**config.mk**
```make
export PLATFORM = sky130hd
export DESIGN_NAME = aed_decode
export DESIGN_NICKNAME = d
export VERILOG_FILES = /design/src/logic/aed_pkg.sv /design/src/logic/aed_decode.sv
export SDC_FILE = /design/constraint.sdc
export NUM_CORES = 1
export LEC_CHECK = 0
export BUFFER_PORTS_ARGS = -buffer_cell sky130_fd_sc_hd__buf_4
export CAP_MARGIN = 30
export CELL_PAD_IN_SITES_DETAIL_PLACEMENT = 1
export CELL_PAD_IN_SITES_GLOBAL_PLACEMENT = 2
export CORE_MARGIN = 2
export CORE_UTILIZATION = 10
export CTS_CLUSTER_SIZE = 12
export DETAILED_ROUTE_END_ITERATION = 7
export GPL_TIMING_DRIVEN = 0
export PLACE_DENSITY = 0.89
export SYNTH_ARGS = -nofsm -noshare
export SYNTH_HDL_FRONTEND = slang
export SYNTH_SLANG_ARGS = --single-unit
```
**constraint.sdc**
```tcl
create_clock -name clk -period 1.6 [get_ports clk]
set_input_delay 0.24 -clock clk [delete_from_list [all_inputs] [get_ports clk]]
set_output_delay 0.24 -clock clk [all_outputs]
set_load 0.02 [all_outputs]
```
**src/logic/aed_pkg.sv**
```systemverilog
// Purpose: constants for the address extension and region decode block
// Assumes: 20-bit core address, 24-bit internal bus address
// Notes:   region sizes not fixed by hardware are plain defaults
package aed_pkg;

  // ---------------------------------------------------------------------
  // widths
  // ---------------------------------------------------------------------
  localparam int unsigned CORE_AW  = 20;
  localparam int unsigned BUS_AW   = 24;
  localparam int unsigned EXT_W    = 4;
  localparam int unsigned FC_W     = 3;
  localparam int unsigned VEC_W    = 16;

  // ---------------------------------------------------------------------
  // address map
  // ---------------------------------------------------------------------
  localparam int unsigned SIGN_BIT      = 19;
  localparam logic [2:0]  REG_NIB_LOW   = 3'h7;      // low three bits of M111
  localparam logic [23:0] HOLE_LO       = 24'h080000;
  localparam logic [23:0] HOLE_HI       = 24'hF7FFFF;
  localparam logic [23:0] REG_BLK_MASK  = 24'hF00000;
  localparam logic [23:0] REG_LOW_BASE  = 24'h700000;
  localparam logic [23:0] REG_FULL_BASE = 24'hF00000;
  // module register window within the base nibble, 4 KB
  localparam logic [19:0] REG_WIN_OFS   = 20'hFF000;
  localparam logic [19:0] REG_WIN_MASK  = 20'hFF000;
  localparam logic [23:0] SRAM_MASK     = 24'hFFF800;  // 2 KB array
  localparam logic [3:0]  BANK0         = 4'h0;

  // ---------------------------------------------------------------------
  // function code encodings
  // ---------------------------------------------------------------------
  localparam logic [2:0] FC_USER_DATA  = 3'h1;
  localparam logic [2:0] FC_USER_PROG  = 3'h2;
  localparam logic [2:0] FC_SUPV_DATA  = 3'h5;
  localparam logic [2:0] FC_SUPV_PROG  = 3'h6;
  localparam logic [2:0] FC_CPU_SPACE  = 3'h7;

  // region selected by the decode, one-hot
  typedef enum logic [3:0] {
    AED_REG_MOD  = 4'h1,
    AED_REG_SRAM = 4'h2,
    AED_REG_EXT  = 4'h4,
    AED_REG_NONE = 4'h8
  } aed_region_t;

endpackage : aed_pkg

```
**src/logic/aed_decode.sv**
```systemverilog
// Purpose: extend the core address to the internal bus and decode regions
// Assumes: one bus cycle presented per valid strobe, decode is same-cycle
// Notes:   mapping bit and sram base come from the integration config regs
`timescale 1ns/1ps
module aed_decode (
  input  wire logic                         clk,
  input  wire logic                         arst_n,
  input  wire logic                         cyc_valid,
  input  wire logic [aed_pkg::CORE_AW-1:0]  core_addr,
  input  wire logic                         core_prog,
  input  wire logic                         core_supv,
  input  wire logic                         core_cpu_space,
  input  wire logic                         vec_fetch,
  input  wire logic [aed_pkg::VEC_W-1:0]    vec_offset,
  input  wire logic                         module_map_select,
  input  wire logic [aed_pkg::BUS_AW-1:0]   sram_base,
  input  wire logic                         sram_enable,
  output logic      [aed_pkg::BUS_AW-1:0]   intermodule_bus_addr,
  output logic      [aed_pkg::FC_W-1:0]     function_code,
  output logic                              sel_module,
  output logic                              sel_sram,
  output logic                              sel_external,
  output logic                              regs_locked,
  output logic      [aed_pkg::BUS_AW-1:0]   reg_base
);
  import aed_pkg::*;

  logic [CORE_AW-1:0] eff_addr;
  logic [BUS_AW-1:0]  bus_addr;
  logic [EXT_W-1:0]   reg_nib;
  aed_region_t        region;
  logic               locked_q;
  logic               locked_d;
  logic               map_eff;

  // ---------------------------------------------------------------------
  // effective address and extension
  // ---------------------------------------------------------------------
  // vector fetches ignore the core address so vectors cannot move
  always_comb begin
    if (vec_fetch) begin
      eff_addr = {BANK0, vec_offset};
    end else begin
      eff_addr = core_addr;
    end
  end

  // sign-style replication keeps the hole unreachable for free
  assign bus_addr = {{EXT_W{eff_addr[SIGN_BIT]}}, eff_addr};

  // ---------------------------------------------------------------------
  // module register base
  // ---------------------------------------------------------------------
  // a bit set again after clearing stays ignored, the lock wins until reset
  assign map_eff = module_map_select & ~locked_q;
  assign reg_nib = {map_eff, REG_NIB_LOW};

  // once cleared the block sits at 700000, which the core cannot emit
  always_comb begin
    locked_d = locked_q | ~module_map_select;
  end

  // sticky lock flag, only reset clears it
  always_ff @(posedge clk or negedge arst_n) begin
    if (!arst_n) begin
      locked_q <= 1'b0;
    end else begin
      locked_q <= locked_d;
    end
  end

  // ---------------------------------------------------------------------
  // region decode
  // ---------------------------------------------------------------------
  // registers win over sram, sram over external; same-cycle result
  always_comb begin
    region = AED_REG_NONE;
    if (cyc_valid) begin
      if (bus_addr[BUS_AW-1 -: EXT_W] == reg_nib &&
          (bus_addr[CORE_AW-1:0] & REG_WIN_MASK) == REG_WIN_OFS) begin
        region = AED_REG_MOD;
      end else if (sram_enable &&
          (bus_addr & SRAM_MASK) == (sram_base & SRAM_MASK)) begin
        region = AED_REG_SRAM;
      end else begin
        region = AED_REG_EXT;
      end
    end
  end

  // one-hot selects straight from the region code
  assign sel_module   = (region == AED_REG_MOD);
  assign sel_sram     = (region == AED_REG_SRAM);
  assign sel_external = (region == AED_REG_EXT);

  // ---------------------------------------------------------------------
  // function code, space identification for outside decode
  // ---------------------------------------------------------------------
  always_comb begin
    if (core_cpu_space) begin
      function_code = FC_CPU_SPACE;
    end else if (core_supv) begin
      function_code = core_prog ? FC_SUPV_PROG : FC_SUPV_DATA;
    end else begin
      function_code = core_prog ? FC_USER_PROG : FC_USER_DATA;
    end
  end

  // outputs straight from the same-cycle decode and the lock flag
  assign intermodule_bus_addr = bus_addr;
  assign regs_locked          = locked_q;
  assign reg_base = map_eff ? REG_FULL_BASE : REG_LOW_BASE;
endmodule : aed_decode

```
==> Flow_metrics.wiki <==
{| class="wikitable"
! Metric !! Value
|-
| Worst hold path type || in2async
|-
| Register bit count reported by yosys || 1
|-
| Power after layout || 0.5103 mW
|-
| Total via count in the routed design || 999
|-
| # IOs || 124
|-
| Final Setup Violations || 2
|-
| Core region area || 6832 um2
|-
| Fraction of final layout cells with drive strength greater than 1 || a little over two thirds
|-
| Clock transition at the registers of the reported paths || 0 ns
|-
| Wire length per cell || 11.26 um
|-
| Die X || 88.45 um
|-
| Design area || 1677 um2
|-
| Iteration-0 DRC Markers || 5
|-
| Yosys Warn Count || 0
|-
| Power per Cell Area || slightly above 300 nW/um2
|-
| Average vias per placed instance || roughly 3.4
|-
| Maximum fanout along the worst path || 2
|-
| Crit path DAT || 1.66 ns
|-
| Fin worst setup slack || -0.3014 ns
|-
| Placer Congestion || 0.6050
|-
| Crit Path Class || in2out
|-
| Antenna viol nets, final || 0
|-
| Reg-to-reg slack, setup || 0.86 ns
|-
| # diodes || 0
|-
| DPL Wire Length || 3043 um
|-
| Combinational power share || 95.0%
|-
| Share of power burned in registers || 5.0%
|-
| Die outline height || ~88 um
|-
| Unrepaired setup endpoints after global routing || true
|-
| Area used by sequential logic in the layout || 25.02 um2
|-
| Post-place instance area || 1622 um2
|-
| Placed Cells || 296
|-
| Status || finished with violations
|-
| Remaining DRCs || 0
|-
| Internal power consumption || 0.2863 mW
|-
| Max Freq || roughly 0.53 GHz
|-
| Number of distinct library cells after synthesis || 33
|-
| Violated checks || negative setup slack
|-
| Count of flip-flops with a built-in enable after synthesis || 0
|-
| Number of hold buffers added after CTS || 0
|-
| Flip-flop cell with the highest count after synthesis || dfrtp_1
|-
| Fraction of power consumed by the clock network || 0%
|-
| Antenna violations before repair || 0
|-
| Cell Area, Synth || roughly 700 um2
|-
| Top cells by area, synth || buf_4 (29%), mux2_2 (14%), mux2_1 (6.3%)
|-
| IO Port Bufs || 89
|-
| Min Tclk post-route || around 1.9 ns
|-
| Max VDD drop || 0.06161 mV
|-
| Area used by multi-input combinational logic || between 500 and 600 um2
|-
| Share of synthesized flip-flops with an asynchronous set or reset || 100.0%
|-
| Max reg flops || 1
|-
| Clock tree skew after final layout || 0 ns
|-
| Final hold vios || 0
|-
| Vias in the first global route || 931
|-
| Largest net degree at the start of global routing || 14
|-
| Aggregate routed wire length || 3344 um
|-
| Area growth from synthesis to layout || 135.1%
|-
| Count of mapped cells out of synthesis || 90
|-
| Final period utilization || 118.8%
|-
| Part of the Yosys area used for sequential elements || under 10%
|-
| Placement row count || 30
|-
| NetSw || 0.2240 mW
|-
| Total Nets Final || 272
|-
| Final instance count without filler cells || 297
|-
| Fraction of post-synthesis cell area in the top cell type by area || 29.47%
|-
| Post-synthesis average cell area || 7.924 um2
|-
| Global-route usage over all layers || 7.173%
|-
| Number of detailed-route iterations in the first pass || 2
|-
| Switching power as a share of total power || between 40 and 50%
|-
| Synth cell count leaders || buf_4 (28), mux2_2 (9), inv_1 (5)
|-
| Wire length of the first global-routing pass || 4388 um
|-
| Static Leakage || ~0.87 nW
|-
| Worst endpoint required time || 1.36 ns
|-
| Kind of start point of the critical path || primary input
|-
| Number of violations of the max-capacitance limit || 0
|-
| Total overflow reported by the global router || 0
|-
| Kind of end point of the critical path || output pin
|-
| Max-slew violation total from the final report || 0
|-
| Worst skew pair latency || 0 ns
|-
| Leading cell type by number of instances after synthesis || buf_4
|-
| Number of fill cells in the layout || 835
|-
| Die Outline Area || 7823 um2
|-
| Cell taking the most area after synthesis || buf_4
|-
| Starting density of the core || 10.44%
|}
power by group through the flow:
| stage | clock, mW | combinational, mW | sequential (mW) |
|---|---|---|---|
| floorplan | 0 | 0.259 | 0.0258 |
| global placement | 0 | 0.466 | 0.0258 |
| detailed placement | 0 | 0.472 | 0.0258 |
| CTS | 0 | 0.487 | 0.0258 |
| global route | 0 | 0.523 | 0.0258 |
| finish | 0 | 0.485 | 0.0258 |
placed cells by master, fill, tap and decap left out:
cell,n
a2111o_1,1
and2b_4,1
and3_1,2
and3b_1,1
and4_1,1
buf_4,115
buf_6,3
buf_8,2
conb_1,23
dfrtp_1,1
inv_1,5
mux2_1,4
mux2_2,9
mux2i_2,1
mux2i_4,2
nand2_1,1
nand2b_1,3
nand4_1,2
nor2_1,2
nor2b_1,2
nor2b_2,1
nor3_2,1
nor4_4,1
nor4b_4,1
o211ai_1,1
o21ai_0,2
o22ai_1,1
o31a_1,1
o31a_2,1
o31ai_1,1
or2_2,3
or4_4,1
xnor2_1,3
xor2_1,2
layer usage:
metal  vias up  wire length [um]  GRT usage, %
met5         -                 0             0
met4         0                 0             0
met3         0               473         1.772
met2        74              1754         15.45
met1       444              1116         7.171
li1        481                 -             -
path summary, 6_finish.rpt:
kind / start / endpoint / depth (start not counted)
min in group clk: regs_locked / regs_locked / 2
setup reg to reg: regs_locked / regs_locked / 2
hold reg to reg: regs_locked / regs_locked / 2
max in group asynchronous: arst_n / regs_locked / 1
setup / recovery: sram_base[19] / sel_external / 6
hold / removal: arst_n / regs_locked / 1
stage by stage:
step	hold slack, ns	utilization (%)	setup WS, ns	TNS [ns]
finish	0.01730	24.54	-0.3014	-0.5859
CTS	0.01764	24.36	-0.3182	-0.6197
detailed placement	0.01764	23.74	-0.4732	-2.764
floorplan	-0.05559	-	-0.07214	-0.1334
global placement	0.01493	23.74	-0.4450	-2.733
global route	0.01794	24.54	-0.3537	-0.7145
cell type report:
cell class | instances | area share, %
Timing Repair Buffer | 91 | 41.87
Multi-Input combinational cell | 75 | 34.93
Tap cell | 96 | 7.164
Inverter | 5 | 1.119
Buffer | 29 | 13.43
Sequential cell | 1 | 1.493
timing repair:
action	4_1_cts	5_1_grt
buffers inserted	2	0
pin swaps	2	2
setup endpoints to repair	11	3
resized for setup	7	3
cell families (layout without fill, tap and decap cells):
family                 after synthesis  after routing  share of synthesized area [%]
AND/OR/NAND/NOR                     23             23                          20.70
AO/OA/AOI/OAI                        8              8                          8.598
XOR/XNOR                             5              5                          6.141
other                                2             23                          1.053
flip-flops                           1              1                          3.508
multiplexers                        16             16                          25.79
buffers and inverters               35            125                          34.21
critical path: stages:
cell and delay (ns):
buf_6 0.09, or4_4 0.52, nor3_2 0.12, o211ai_1 0.20, o31a_1 0.35, buf_6 0.13
Note: power is estimated with default switching activity, not from simulation.
